**src/rtl/acfg_params.svh**
```systemverilog
`ifndef ACFG_PARAMS_SVH
`define ACFG_PARAMS_SVH

// Register addresses on the serial link
`define ACFG_A_RESET_READBACK 8'h00
`define ACFG_A_SWING 8'h01
`define ACFG_A_PERF_FIRST 8'h03
`define ACFG_A_GAIN_PATTERN 8'h25
`define ACFG_A_BUF_STRENGTH 8'h26
`define ACFG_A_FORMAT_OFFSET 8'h3D
`define ACFG_A_CUSTOM_UPPER 8'h3F
`define ACFG_A_CUSTOM_LOWER 8'h40
`define ACFG_A_IF_CLK_RISE 8'h41
`define ACFG_A_CLK_FALL_STBY 8'h42
`define ACFG_A_PDN_SWING_EN 8'h43
`define ACFG_A_PERF_SECOND 8'h4A
`define ACFG_A_PEDESTAL 8'hBF
`define ACFG_A_OFFSET_LOOP 8'hCF
`define ACFG_A_SLOW_RATE 8'hDF

// Writable bits per register; the rest are held at zero
`define ACFG_M_RESET_READBACK 8'h03
`define ACFG_M_SWING 8'hFC
`define ACFG_M_PERF_FIRST 8'h03
`define ACFG_M_GAIN_PATTERN 8'hFF
`define ACFG_M_BUF_STRENGTH 8'h03
`define ACFG_M_FORMAT_OFFSET 8'hE0
`define ACFG_M_CUSTOM_UPPER 8'hFF
`define ACFG_M_CUSTOM_LOWER 8'hF0
`define ACFG_M_IF_CLK_RISE 8'hFF
`define ACFG_M_CLK_FALL_STBY 8'hCC
`define ACFG_M_PDN_SWING_EN 8'h53
`define ACFG_M_PERF_SECOND 8'h01
`define ACFG_M_PEDESTAL 8'hF0
`define ACFG_M_OFFSET_LOOP 8'hBC
`define ACFG_M_SLOW_RATE 8'h30

`define ACFG_REG_RESET 8'h00
`define ACFG_NUM_REGS 15

// Field positions
`define ACFG_B_READOUT 0
`define ACFG_B_SWRESET 1
`define ACFG_B_GAIN_OFF 3
`define ACFG_B_DIGITAL_PATH 3
`define ACFG_B_STANDBY 2
`define ACFG_B_PDN_GLOBAL 6
`define ACFG_B_PDN_OBUF 4
`define ACFG_B_CORR_EN 5

// Documented swing, performance and format codes
`define ACFG_SW_DEFAULT 6'h00
`define ACFG_SW_410 6'h1B
`define ACFG_SW_465 6'h32
`define ACFG_SW_570 6'h14
`define ACFG_SW_200 6'h3E
`define ACFG_SW_125 6'h0F
`define ACFG_SWING_ON 2'h3
`define ACFG_PERF_BEST 2'h3
`define ACFG_FMT_STRAP 2'h0
`define ACFG_FMT_TWOS 2'h2
`define ACFG_FMT_OFFSET 2'h3

// Timing
`define ACFG_CLK_NS 8
`define ACFG_SCLK_MIN_HALF_NS 25
`define ACFG_SCLK_HALF_CYC \
  ((`ACFG_SCLK_MIN_HALF_NS + `ACFG_CLK_NS - 1) / `ACFG_CLK_NS)
`define ACFG_RAMP_STEP_CYC 4

// Controller AXI4-Lite map
`define ACFG_AXI_CMD 4'h0
`define ACFG_AXI_STATUS 4'h4
`define ACFG_RESP_OKAY 2'h0
`define ACFG_RESP_SLVERR 2'h2

`endif

```
**src/rtl/acfg_pkg.sv**
```systemverilog
package acfg_pkg;

  typedef enum logic [2:0] {
    ACFG_ST_IDLE = 3'b001,
    ACFG_ST_SHIFT = 3'b010,
    ACFG_ST_END = 3'b100
  } acfg_ctrl_state_t;

  typedef enum logic [2:0] {
    ACFG_PAT_NORMAL = 3'h0,
    ACFG_PAT_ZEROS = 3'h1,
    ACFG_PAT_ONES = 3'h2,
    ACFG_PAT_TOGGLE = 3'h3,
    ACFG_PAT_RAMP = 3'h4,
    ACFG_PAT_CUSTOM = 3'h5
  } acfg_pattern_t;

endpackage

```
**src/rtl/acfg_if.sv**
```systemverilog
`timescale 1ns/1ps
`default_nettype none

interface acfg_if;
  logic serial_select_n;
  logic serial_clock;
  logic serial_data_in;
  logic overrange_or_readback_pin;

  modport device (
    input serial_select_n,
    input serial_clock,
    input serial_data_in,
    output overrange_or_readback_pin
  );

  modport ctrl (
    output serial_select_n,
    output serial_clock,
    output serial_data_in,
    input overrange_or_readback_pin
  );
endinterface

`default_nettype wire

```
**src/rtl/acfg_device.sv**
```systemverilog
// Contract
// - Software-reset bit clears all registers, self-clears
// - Readback bit selects over-range or readback pin
// - Six-bit swing field selects output swing
// - Swing code applies only with swing enable
// - First performance field: 00 default, 11 best
// - Four-bit gain, half-dB steps, zero default
// - Gain applies only if enabled, digital path on
// - Pattern codes: normal, all zeros, all ones
// - Code 011 alternates 0101... and 1010...
// - Code 100 ramps one step per four cycles
// - Code 101 outputs custom twelve-bit word
// - Clock and data buffer drive bits
// - Format field: strap pin, twos, offset binary
// - Offset correction enable bit
// - One write updates all fields of register
// - Controller writes zero to unused bits
// - All registers read zero after reset
// - Controller sets both performance settings
// - Shift on select low, commit each sixteenth fall
// - Address byte first, then data byte
// - Readback blocks writes except register zero
// - Readback shifts register out MSB first
`timescale 1ns/1ps
`default_nettype none
`include "acfg_params.svh"

module acfg_device #(
  parameter int WIDTH = 12
) (
  // Clock and reset
  input wire logic aclk,
  input wire logic aresetn,
  // Serial link
  acfg_if.device bus,
  // Converter side inputs
  input wire logic [WIDTH-1:0] adc_sample,
  input wire logic overrange_in,
  input wire logic format_strap_pin,
  // Data path
  output logic [WIDTH-1:0] data_word,
  // Effective configuration
  output logic [5:0] swing_code,
  output logic [1:0] first_performance_setting,
  output logic second_performance_setting,
  output logic [3:0] gain_code,
  output logic clock_buffer_drive,
  output logic data_buffer_drive,
  output logic twos_complement,
  output logic dc_correction_enable,
  output logic digital_path_enable,
  output logic standby,
  output logic power_down,
  output logic output_buffer_off
);

  localparam int NR = `ACFG_NUM_REGS;

  typedef struct packed {
    logic [NR-1:0][7:0] regs;
    logic sclk_q;
    logic [15:0] shift;
    logic [3:0] count;
    logic [7:0] readback;
    logic pin;
    logic [5:0] swing;
    logic [1:0] perf1;
    logic perf2;
    logic [3:0] gain;
    logic clk_drive;
    logic data_drive;
    logic twos;
    logic corr;
    logic dpath;
    logic stby;
    logic pdn;
    logic obuf_off;
  } acfg_dev_state_t;

  acfg_dev_state_t q, d;

  // Address to storage index, with valid flag and writable mask
  function automatic logic [12:0] lookup(input logic [7:0] a);
    logic [12:0] r;
    r = '0;
    case (a)
      `ACFG_A_RESET_READBACK: r = {1'b1, 4'd0, `ACFG_M_RESET_READBACK};
      `ACFG_A_SWING: r = {1'b1, 4'd1, `ACFG_M_SWING};
      `ACFG_A_PERF_FIRST: r = {1'b1, 4'd2, `ACFG_M_PERF_FIRST};
      `ACFG_A_GAIN_PATTERN: r = {1'b1, 4'd3, `ACFG_M_GAIN_PATTERN};
      `ACFG_A_BUF_STRENGTH: r = {1'b1, 4'd4, `ACFG_M_BUF_STRENGTH};
      `ACFG_A_FORMAT_OFFSET: r = {1'b1, 4'd5, `ACFG_M_FORMAT_OFFSET};
      `ACFG_A_CUSTOM_UPPER: r = {1'b1, 4'd6, `ACFG_M_CUSTOM_UPPER};
      `ACFG_A_CUSTOM_LOWER: r = {1'b1, 4'd7, `ACFG_M_CUSTOM_LOWER};
      `ACFG_A_IF_CLK_RISE: r = {1'b1, 4'd8, `ACFG_M_IF_CLK_RISE};
      `ACFG_A_CLK_FALL_STBY: r = {1'b1, 4'd9, `ACFG_M_CLK_FALL_STBY};
      `ACFG_A_PDN_SWING_EN: r = {1'b1, 4'd10, `ACFG_M_PDN_SWING_EN};
      `ACFG_A_PERF_SECOND: r = {1'b1, 4'd11, `ACFG_M_PERF_SECOND};
      `ACFG_A_PEDESTAL: r = {1'b1, 4'd12, `ACFG_M_PEDESTAL};
      `ACFG_A_OFFSET_LOOP: r = {1'b1, 4'd13, `ACFG_M_OFFSET_LOOP};
      `ACFG_A_SLOW_RATE: r = {1'b1, 4'd14, `ACFG_M_SLOW_RATE};
      default: r = '0;
    endcase
    return r;
  endfunction

  logic fall;
  logic readout;
  logic [15:0] word;
  logic [12:0] rd_hit;
  logic [12:0] wr_hit;
  logic [7:0] r_swing, r_gain, r_fmt, r_pdn, r_fall;

  assign fall = q.sclk_q & ~bus.serial_clock;
  assign readout = q.regs[0][`ACFG_B_READOUT];
  assign word = {q.shift[14:0], bus.serial_data_in};
  assign rd_hit = lookup(word[7:0]);
  assign wr_hit = lookup(word[15:8]);

  always_comb begin
    d = q;
    d.sclk_q = bus.serial_clock;
    if (bus.serial_select_n) begin
      // Partial words are dropped when select rises
      d.count = 4'h0;
    end else if (fall) begin
      d.shift = word;
      d.count = q.count + 4'h1;
      if (q.count == 4'h7) begin
        // Register zero is not readable; unmapped reads return zero
        d.readback = (rd_hit[12] && rd_hit[11:8] != 4'd0) ?
          q.regs[rd_hit[11:8]] : 8'h00;
      end else begin
        d.readback = {q.readback[6:0], 1'b0};
      end
      if (q.count == 4'hF && wr_hit[12] && (!readout || wr_hit[11:8] == 4'd0)) begin
        if (wr_hit[11:8] == 4'd0 && word[`ACFG_B_SWRESET]) begin
          // Reset bit is never stored, so it reads back cleared
          d.regs = '0;
        end else begin
          d.regs[wr_hit[11:8]] = word[7:0] & wr_hit[7:0];
        end
      end
    end
    d.pin = d.regs[0][`ACFG_B_READOUT] ? d.readback[7] : overrange_in;

    r_swing = d.regs[1];
    r_gain = d.regs[3];
    r_fmt = d.regs[5];
    r_fall = d.regs[9];
    r_pdn = d.regs[10];
    d.swing = `ACFG_SW_DEFAULT;
    if (r_pdn[1:0] == `ACFG_SWING_ON) begin
      case (r_swing[7:2])
        `ACFG_SW_410, `ACFG_SW_465, `ACFG_SW_570,
        `ACFG_SW_200, `ACFG_SW_125: d.swing = r_swing[7:2];
        default: d.swing = `ACFG_SW_DEFAULT;
      endcase
    end
    d.perf1 = (d.regs[2][1:0] == `ACFG_PERF_BEST) ? `ACFG_PERF_BEST : 2'h0;
    d.perf2 = d.regs[11][0];
    d.dpath = r_fall[`ACFG_B_DIGITAL_PATH];
    d.stby = r_fall[`ACFG_B_STANDBY];
    d.pdn = r_pdn[`ACFG_B_PDN_GLOBAL];
    d.obuf_off = r_pdn[`ACFG_B_PDN_OBUF];
    // Codes above 6 dB are undocumented and give no gain
    d.gain = (r_gain[`ACFG_B_GAIN_OFF] || !d.dpath || r_gain[7:4] > 4'hC) ?
      4'h0 : r_gain[7:4];
    d.clk_drive = d.regs[4][1];
    d.data_drive = d.regs[4][0];
    case (r_fmt[7:6])
      `ACFG_FMT_TWOS: d.twos = 1'b1;
      `ACFG_FMT_OFFSET: d.twos = 1'b0;
      default: d.twos = format_strap_pin;
    endcase
    d.corr = r_fmt[`ACFG_B_CORR_EN];
  end

  always_ff @(posedge aclk) begin
    if (!aresetn) begin
      q <= '0;
    end else begin
      q <= d;
    end
  end

  acfg_pattern #(
    .WIDTH(WIDTH)
  ) u_pattern (
    .aclk(aclk),
    .aresetn(aresetn),
    .mode(q.regs[3][2:0]),
    .custom_word({q.regs[6], q.regs[7][7:4]}),
    .sample_word({adc_sample[WIDTH-1] ^ q.twos, adc_sample[WIDTH-2:0]}),
    .word_q(data_word)
  );

  assign bus.overrange_or_readback_pin = q.pin;
  assign swing_code = q.swing;
  assign first_performance_setting = q.perf1;
  assign second_performance_setting = q.perf2;
  assign gain_code = q.gain;
  assign clock_buffer_drive = q.clk_drive;
  assign data_buffer_drive = q.data_drive;
  assign twos_complement = q.twos;
  assign dc_correction_enable = q.corr;
  assign digital_path_enable = q.dpath;
  assign standby = q.stby;
  assign power_down = q.pdn;
  assign output_buffer_off = q.obuf_off;

endmodule

`default_nettype wire

```
**src/rtl/acfg_pattern.sv**
```systemverilog
`timescale 1ns/1ps
`default_nettype none
`include "acfg_params.svh"

module acfg_pattern #(
  parameter int WIDTH = 12
) (
  // Clock and reset
  input wire logic aclk,
  input wire logic aresetn,
  // Selection
  input wire logic [2:0] mode,
  input wire logic [WIDTH-1:0] custom_word,
  input wire logic [WIDTH-1:0] sample_word,
  // Result
  output logic [WIDTH-1:0] word_q
);

  typedef struct packed {
    logic [WIDTH-1:0] ramp;
    logic [1:0] step;
    logic toggle;
    logic [WIDTH-1:0] word;
  } acfg_pat_state_t;

  localparam logic [1:0] STEP_LAST = 2'(`ACFG_RAMP_STEP_CYC - 1);

  acfg_pat_state_t q, d;

  always_comb begin
    d = q;
    d.toggle = ~q.toggle;
    if (mode == acfg_pkg::ACFG_PAT_RAMP) begin
      d.step = q.step + 2'h1;
      if (q.step == STEP_LAST) begin
        d.ramp = q.ramp + 1'b1;
      end
    end else begin
      d.step = 2'h0;
      d.ramp = '0;
    end
    case (mode)
      acfg_pkg::ACFG_PAT_ZEROS: d.word = '0;
      acfg_pkg::ACFG_PAT_ONES: d.word = '1;
      acfg_pkg::ACFG_PAT_TOGGLE: d.word = {(WIDTH/2){q.toggle, ~q.toggle}};
      acfg_pkg::ACFG_PAT_RAMP: d.word = q.ramp;
      acfg_pkg::ACFG_PAT_CUSTOM: d.word = custom_word;
      // Unused codes fall back to conversion data
      default: d.word = sample_word;
    endcase
  end

  always_ff @(posedge aclk) begin
    if (!aresetn) begin
      q <= '0;
    end else begin
      q <= d;
    end
  end

  assign word_q = q.word;

endmodule

`default_nettype wire

```
**src/flat_wrapper.sv**
```systemverilog
// flat-port wrapper written by rule: the top's interface ports become plain ports
module acfg_device_flat 
#(
  parameter int WIDTH = 12
)
  (aclk, aresetn, adc_sample, overrange_in, format_strap_pin, data_word, swing_code, first_performance_setting, second_performance_setting, gain_code, clock_buffer_drive, data_buffer_drive, twos_complement, dc_correction_enable, digital_path_enable, standby, power_down, output_buffer_off, bus_serial_select_n, bus_serial_clock, bus_serial_data_in, bus_overrange_or_readback_pin);
  acfg_if bus_i ();
  input wire logic aclk;
  input wire logic aresetn;
  input wire logic [WIDTH-1:0] adc_sample;
  input wire logic overrange_in;
  input wire logic format_strap_pin;
  output logic [WIDTH-1:0] data_word;
  output logic [5:0] swing_code;
  output logic [1:0] first_performance_setting;
  output logic second_performance_setting;
  output logic [3:0] gain_code;
  output logic clock_buffer_drive;
  output logic data_buffer_drive;
  output logic twos_complement;
  output logic dc_correction_enable;
  output logic digital_path_enable;
  output logic standby;
  output logic power_down;
  output logic output_buffer_off;
  input wire logic [$bits(bus_i.serial_select_n)-1:0] bus_serial_select_n;
  input wire logic [$bits(bus_i.serial_clock)-1:0] bus_serial_clock;
  input wire logic [$bits(bus_i.serial_data_in)-1:0] bus_serial_data_in;
  output wire logic [$bits(bus_i.overrange_or_readback_pin)-1:0] bus_overrange_or_readback_pin;
  assign bus_i.serial_select_n = bus_serial_select_n;
  assign bus_i.serial_clock = bus_serial_clock;
  assign bus_i.serial_data_in = bus_serial_data_in;
  assign bus_overrange_or_readback_pin = bus_i.overrange_or_readback_pin;
  acfg_device #(.WIDTH(WIDTH)) u_core (.aclk(aclk), .aresetn(aresetn), .bus(bus_i), .adc_sample(adc_sample), .overrange_in(overrange_in), .format_strap_pin(format_strap_pin), .data_word(data_word), .swing_code(swing_code), .first_performance_setting(first_performance_setting), .second_performance_setting(second_performance_setting), .gain_code(gain_code), .clock_buffer_drive(clock_buffer_drive), .data_buffer_drive(data_buffer_drive), .twos_complement(twos_complement), .dc_correction_enable(dc_correction_enable), .digital_path_enable(digital_path_enable), .standby(standby), .power_down(power_down), .output_buffer_off(output_buffer_off));
endmodule
```
**config.mk**
```make
export PLATFORM = sky130hd
export DESIGN_NAME = acfg_device_flat
export DESIGN_NICKNAME = d
export VERILOG_FILES = /design/src/rtl/acfg_pkg.sv /design/src/rtl/acfg_if.sv /design/src/rtl/acfg_device.sv /design/src/rtl/acfg_pattern.sv /design/src/flat_wrapper.sv
export VERILOG_INCLUDE_DIRS = /design/src /design/src/rtl
export SDC_FILE = /design/constraint.sdc
export NUM_CORES = 1
export LEC_CHECK = 0
export BUFFER_PORTS_ARGS = -buffer_cell sky130_fd_sc_hd__buf_4
export CAP_MARGIN = 20
export CORE_MARGIN = 2
export CORE_UTILIZATION = 45
export CTS_CLUSTER_DIAMETER = 30
export DETAILED_ROUTE_END_ITERATION = 8
export GPL_TIMING_DRIVEN = 0
export PLACE_DENSITY_LB_ADDON = 0.08
export SYNTH_ARGS = -nofsm -noshare
export SYNTH_HDL_FRONTEND = slang
export SYNTH_SLANG_ARGS = --single-unit
```
**constraint.sdc**
```tcl
create_clock -name aclk -period 3.92 [get_ports aclk]
set_input_delay 0.392 -clock aclk [delete_from_list [all_inputs] [get_ports aclk]]
set_output_delay 0.392 -clock aclk [all_outputs]
set_load 0.02 [all_outputs]
```
-- Word level (Yosys, flattened, before mapping)
Index checks and enable logic that the tools add are counted.
- bits in registers: 196
- word-level logic and storage cells: 144
- input bits: 19
- output and inout bits: 34
- reduce and logical (&&, ||, !) cells: 21
- bitwise operators: 7
- magnitude comparators: 4
- mux-type cells: 19
- eq/ne operators: 45
- $add $sub $neg: 3
- operators with widths (operator ; number):
    13-bit case mux with 15 select lines ; 2
    87-bit 2-to-1 mux ; 3
    120-bit bitwise mux ; 1
    120-bit 2-to-1 mux ; 1
    8-bit by 7-bit == test with 1-bit output, second input constant ; 10
    8-bit by 6-bit == test with 1-bit output, second input constant ; 8
    12-bit case mux with 5 select lines ; 1
    8-bit == test, second input constant ; 6
    8-bit 2-to-1 mux ; 6
    8-bit binary-select mux with 4-bit select ; 1
    8-bit demux with 4-bit select ; 1
    8-bit by 1-bit == test with 1-bit output, second input constant ; 2
    8-bit by 2-bit == test with 1-bit output, second input constant ; 2
    8-bit zero test ; 2
    12-bit by 1-bit adder with 12-bit output, second input constant ; 1
    6-bit by 5-bit == test with 1-bit output, second input constant ; 2
    6-bit == test, second input constant ; 2
    2-bit == test, second input constant ; 5
    4-bit by 5-bit less-than comparator with 1-bit output, second input constant ; 2
    8-bit AND ; 1
    3-bit by 2-bit == test with 1-bit output, second input constant ; 2
    3-bit == test, second input constant ; 2
    6-bit by 4-bit == test with 1-bit output, second input constant ; 1
    3-bit AND reduction ; 2
    21 further kinds ; 33

-- Longest topological paths before layout
- word-level depth: 15
- mapped depth: 14
- mapped depth without buffers: 10

-- By module
A second synthesis with hierarchy kept.
- cell total of the unflattened synthesis: 1072
- area total of the unflattened synthesis: 9371.5 sq um
- by module, submodules not included (module ; seq. area each (sq um) ; times used ; area each (sq um) ; cells each):
    acfg_device ; 3223.1 ; 1 ; 7875.1 ; 895
    acfg_pattern ; 540.5 ; 1 ; 1496.4 ; 177

-- Least setup slack after synthesis
Ideal clock, no wire load.
- kind: register -> register
- start: register u_core.q[42] (netlist bit)
- end: register u_core.q, in the netlist u_core.swing_code[0]
- data arrival time: 2.897 ns
- buffers on the path: 3
- setup time: 0.115 ns
- slack: 0.908 ns
- data required time: 3.805 ns
- period minus slack after synthesis: 3.012 ns
- cell stages (with the launch flop): 14
- cell sequence: dfxtp_1 -> buf_6 -> and2_4 -> buf_6 -> and3_4 -> a2111oi_4 -> a41oi_4 -> nor3_2 -> buf_2 -> nor4_1 -> a31o_2 -> a311oi_2 -> o32ai_2 -> and2_1
- word-level cells in the longest chain between the ends: 14
- elaborated cells between the ends (all ways): 40
- those cells by class: 2 x order compare; 20 x eq/ne; 8 x mux; 1 x bitwise; 9 x reduce/logical
- ends and longest elaborated chain (what ; RTL line ; text):
    start, declared ; acfg_device.sv:80 ; acfg_dev_state_t q, d;
    start signal, assigned ; acfg_device.sv:181 ; q <= '0;
    start signal, assigned ; acfg_device.sv:183 ; q <= d;
    8-bit == test (tied with other cells) ; acfg_device.sv:86 ; case (a)
    13-bit case mux with 15 select lines (*) ; acfg_device.sv:86 ;
    4-bit by 5-bit less-than comparator with 1-bit output (implied by the code) or 4-bit by 1-bit greater-or-equal comparator with 1-bit output (tied branches) ; acfg_device.sv:141 ; d.regs[wr_hit[11:8]] = word[7:0] & wr_hit[7:0];
    1-bit logical AND (implied by the code) ; acfg_device.sv:141 ;
    8-bit 2-to-1 mux (implied by the code) ; acfg_device.sv:141 ;
    8-bit demux with 4-bit select ; n/a ;
    120-bit bitwise mux ; acfg_device.sv:141 ;
    120-bit 2-to-1 mux ; acfg_device.sv:137 ; if (wr_hit[11:8] == 4'd0 && word[`ACFG_B_SWRESET]) begin
    87-bit 2-to-1 mux (*) ; acfg_device.sv:136 ; if (q.count == 4'hF && wr_hit[12] && (!readout || wr_hit[11:8] == 4'd0)) begin
    87-bit 2-to-1 mux (*) ; acfg_device.sv:126 ; end else if (fall) begin
    87-bit 2-to-1 mux (*) ; acfg_device.sv:123 ; if (bus.serial_select_n) begin
    6-bit by 5-bit == test with 1-bit output (tied with other cells) ; acfg_device.sv:154 ; case (r_swing[7:2])
    5-bit OR reduction ; acfg_device.sv:154 ;
    3-bit AND reduction (no source line) ; n/a ;
Mark *: on every way between the ends. The rest lies on a longest branch, timed or not.
A chain may end at the register's enable or synchronous reset.

-- Final worst setup path
- start: register u_core.q[44] (netlist bit)
- end: register u_core.q[146] (netlist bit)
- word-level cells in the longest chain between the ends: 8
- elaborated cells between the ends (all ways): 30
- those cells by class: 2 x order compare; 14 x eq/ne; 5 x mux; 1 x bitwise; 8 x reduce/logical
- ends and longest elaborated chain (what ; RTL line):
    8-bit == test (tied with other cells) ; acfg_device.sv:86
    13-bit case mux with 15 select lines (*) ; acfg_device.sv:86
    4-bit by 5-bit less-than comparator with 1-bit output (implied by the code) or 4-bit by 1-bit greater-or-equal comparator with 1-bit output (tied branches) ; acfg_device.sv:141
    1-bit logical AND (implied by the code) ; acfg_device.sv:141
    8-bit 2-to-1 mux (implied by the code) ; acfg_device.sv:141
    8-bit demux with 4-bit select ; n/a
    120-bit bitwise mux ; acfg_device.sv:141
    120-bit 2-to-1 mux ; acfg_device.sv:137
Marks and branches as above.

==> reports/qor.csv <==
stage,metric,value,unit
power,irDropWorstVdd,0.273,mV
sta,slew_headroom,0.438,
critical_path,crit_path_cell_trace,"buf_2, or4_4, nor3_1, a2111oi_4, and4_1, clkbuf_1, nand2_1, nand2_1, a21oi_1, and2_1",
critical_path,ff2ff_path_depth,10,
sta,post-route-period-util,0.981,
yosys,synth_flop_cell,dfxtp_1,
placement,dpl_cell_area,9960,um2
routing,routed_via_density,5.69,
power,power,3.81,mW
clock_tree,root_buffer,clkbuf_16,
sta,drv_slew,0,
die,core.rowCount,52,
routing,drt_iter0_drc,877,
clock_tree,clk_pin_slew,0.07,ns
clock_tree,htree_levels,4,
die,start_util,0.456,
die,boundaryPins,53,
yosys,netlist_area,9210,um2
routing,post_drt_wl_per_cell,19.7,um
critical_path,required,4.30,ns
final_layout,final_area,10600,um2
routing,drtPass1Iterations,5,
sta,setup_viol,0,
critical_path,path_class,flop to flop,
critical_path,critPathMostFrequentCell,nand2_1,
sta,finalCriticalPeriod,3.85,ns
global_routing,grt_max_degree,17,
hold_path,hp-class,primary input to flop,
critical_path,crit_path_end_kind,flop,
sta,rsz0062_at_grt,yes,
clock_tree,ctsLongestPathBuffers,2,
yosys,synthMostInstantiatedCell,dfxtp_1,
clock_tree,cts_tree,built,
critical_path,start_kind,flop,
yosys,synth_area_leaders,"dfxtp_1 (41%), and2_1 (6.3%), nand2_1 (5.5%)",
yosys,synth.net_count,1138,
yosys,synth.distinct_cells,80,
yosys,ys_seq_elements,188,
global_routing,grt_pass1_wl,44700,um
final_layout,area_growth,14.7,%
critical_path,critPathMaxFanout,11,
critical_path,max_stage_delay,0.78,ns
outcome,status,"complete, no violations",
yosys,synth_compound_area_frac,0.212,
critical_path,cp.arrival,4.23,ns
clock_tree,cts_made_buffers,17,
yosys,synth_area_leader_cell,dfxtp_1,
yosys,synth_mux_area_frac,0.0353,
final_layout,drive_above_1_share,0.135,
yosys,synth_top_family_by_area,simple AND/OR/NAND/NOR gates,
hold_path,hold_depth,2,
clock_tree,clock_latency,0.44,ns
clock_tree,postCtsHoldBufs,0,
sta,worst_pin_slew,0.839,ns
die,fp.dieW,147,um
placement,gp_congestion,0.946,
global_routing,grt_pass1_vias,7678,
flow_run,cap_violations,0,
yosys,synth-adder-area-share,0.00408,
sta,final-hold-violation-count,0,
final_layout,antenna_cells,0,
routing,drc,0,
yosys,netlist_top_cells_count,"dfxtp_1 (188), nand2_1 (135), nor2_1 (108)",
die,core,20200,um2
yosys,yosysTopAreaCellShare,0.409,
routing,detail-route-antenna-nets,0,
clock_tree,cts.sinks,188,
yosys,yosys_warnings,0,
sta,max_freq,0.260,GHz
yosys,avgSynthCellArea,8.25,um2
die,die_area,21600,um2
yosys,synth_edf_count,0,
global_routing,overflow,0,
sta,fin_skew,0.0103,ns
power,powerDensity,361,nW/um2
yosys,synth_xor_area_frac,0.0133,
yosys,synth_simple_gate_area_frac,0.265,
routing,finalWirelength,29000,um
global_routing,antenna_found_initial,0,
die,die_y,147,um
global_routing,gr-usage-all-layers,0.267,
placement,numPortBuffers,52,
final_layout,fin_nets,1212,
power,power.leakage,3.86,nW
placement,dp_hpwl,21400,um
yosys,synthCells,1116,
critical_path,crit_slowest_cell,a21oi_1,
yosys,seq_area_frac_synth,0.409,
routing,vias,8386,
yosys,async_flop_share,0,
==> sequential cells by signal, summed over array words and instances, names as in the netlist, 4 cells and up <==
name	count
u_core.u_pattern.word_q	12
u_core.gain_code	4
u_core.q	145
u_core.u_pattern.q	15
u_core.swing_code	6
==> power breakdown <==
group	total, mW	internal [mW]	switching [mW]
logic	0.170	0.0557	0.114
clock network	1.72	0.916	0.804
registers	1.92	1.92	0.00335
==> routing by layer <==
metal  GRT usage  vias to the layer above  routed length (um)
li1            -                     4121                   -
met1       0.381                     3870               13600
met2       0.405                      339               12400
met3      0.0671                       56                2350
met4      0.0702                        0                 653
met5           0                        -                   0
==> cell families (layout without fill, tap and decap cells) <==
logic type | Yosys count | after routing
AO/OA/AOI/OAI | 277 | 277
XOR/XNOR | 14 | 14
multiplexers | 32 | 32
buffers and inverters | 117 | 204
flip-flops | 188 | 188
AND/OR/NAND/NOR | 485 | 485
adder cells (fa/ha/maj) | 3 | 3
==> final timing paths <==
path | from | endpoint | slack, ns
setup / recovery | u_core.q[44]$_SDFFE_PN0P_ | u_core.q[146]$_SDFFE_PN0P_ | 0.07
hold / removal | bus_serial_clock | u_core.q[50]$_SDFF_PN0_ | 0.16
setup reg to reg | u_core.q[44]$_SDFFE_PN0P_ | u_core.q[146]$_SDFFE_PN0P_ | 0.07
hold reg to reg | u_core.u_pattern.q[13]$_SDFF_PN0_ | u_core.u_pattern.q[13]$_SDFF_PN0_ | 0.43
==> timing repair <==
action | 4_1_cts | 5_1_grt
setup buffers | 0 | 1
setup endpoints to repair | 0 | 43
gates resized for setup | 0 | 9
==> stage by stage <==
| step | instances | util | setup TNS [ns] | setup slack (ns) | hold slack, ns |
|---|---|---|---|---|---|
| after detailed placement | 1441 | 0.494 | 0 | 0.0444 | 0.419 |
| after global routing | 1473 | 0.524 | -0.327 | -0.0454 | 0.176 |
| final | 1473 | 0.524 | 0 | 0.0730 | 0.156 |
| after CTS | 1473 | 0.522 | 0 | 0.0594 | 0.154 |
| after floorplan | 1116 | - | 0 | 0.908 | 0.399 |
| after global placement | 1438 | 0.492 | -2.40 | -0.524 | 0.417 |
==> cells in the final DEF, fill, tap and decap left out, drive strengths merged, types with 12 or more instances in the layout <==
| cell type | Yosys | final |
|---|---|---|
| a31oi | 24 | 24 |
| a22oi | 17 | 17 |
| nor2 | 109 | 109 |
| clkbuf | 56 | 76 |
| nor3 | 17 | 17 |
| inv | 14 | 18 |
| mux2i | 28 | 28 |
| a21oi | 74 | 74 |
| buf | 47 | 102 |
| o21ai | 36 | 36 |
| nand4 | 13 | 13 |
| and2 | 94 | 94 |
| nand3 | 41 | 41 |
| xor2 | 12 | 12 |
| dfxtp | 188 | 188 |
| o211ai | 22 | 22 |
| nand2 | 135 | 135 |
| a211oi | 26 | 26 |
| nor4 | 12 | 12 |
==> worst max-delay path: cells and delay by family, from the launching register on <==
family                 cells  cell delay [ns]
DFF                        1             0.30
AOI/OAI and AO/OA          2             0.94
buffers and inverters      2             0.33
and+or+nand+nor            6             2.22
==> area by class of cell <==
type                    instances  area [um2]
fillers                      2001        9610
inverters                      14        52.6
clock inverters                12         111
plain buffers                 102         508
repair buffers                 56         415
flip-flops and latches        188        3760
clock buffers                  20         457
well taps                     270         338
multi-input cells             811        4910
No activity file was read; power rests on OpenSTA's default activity.
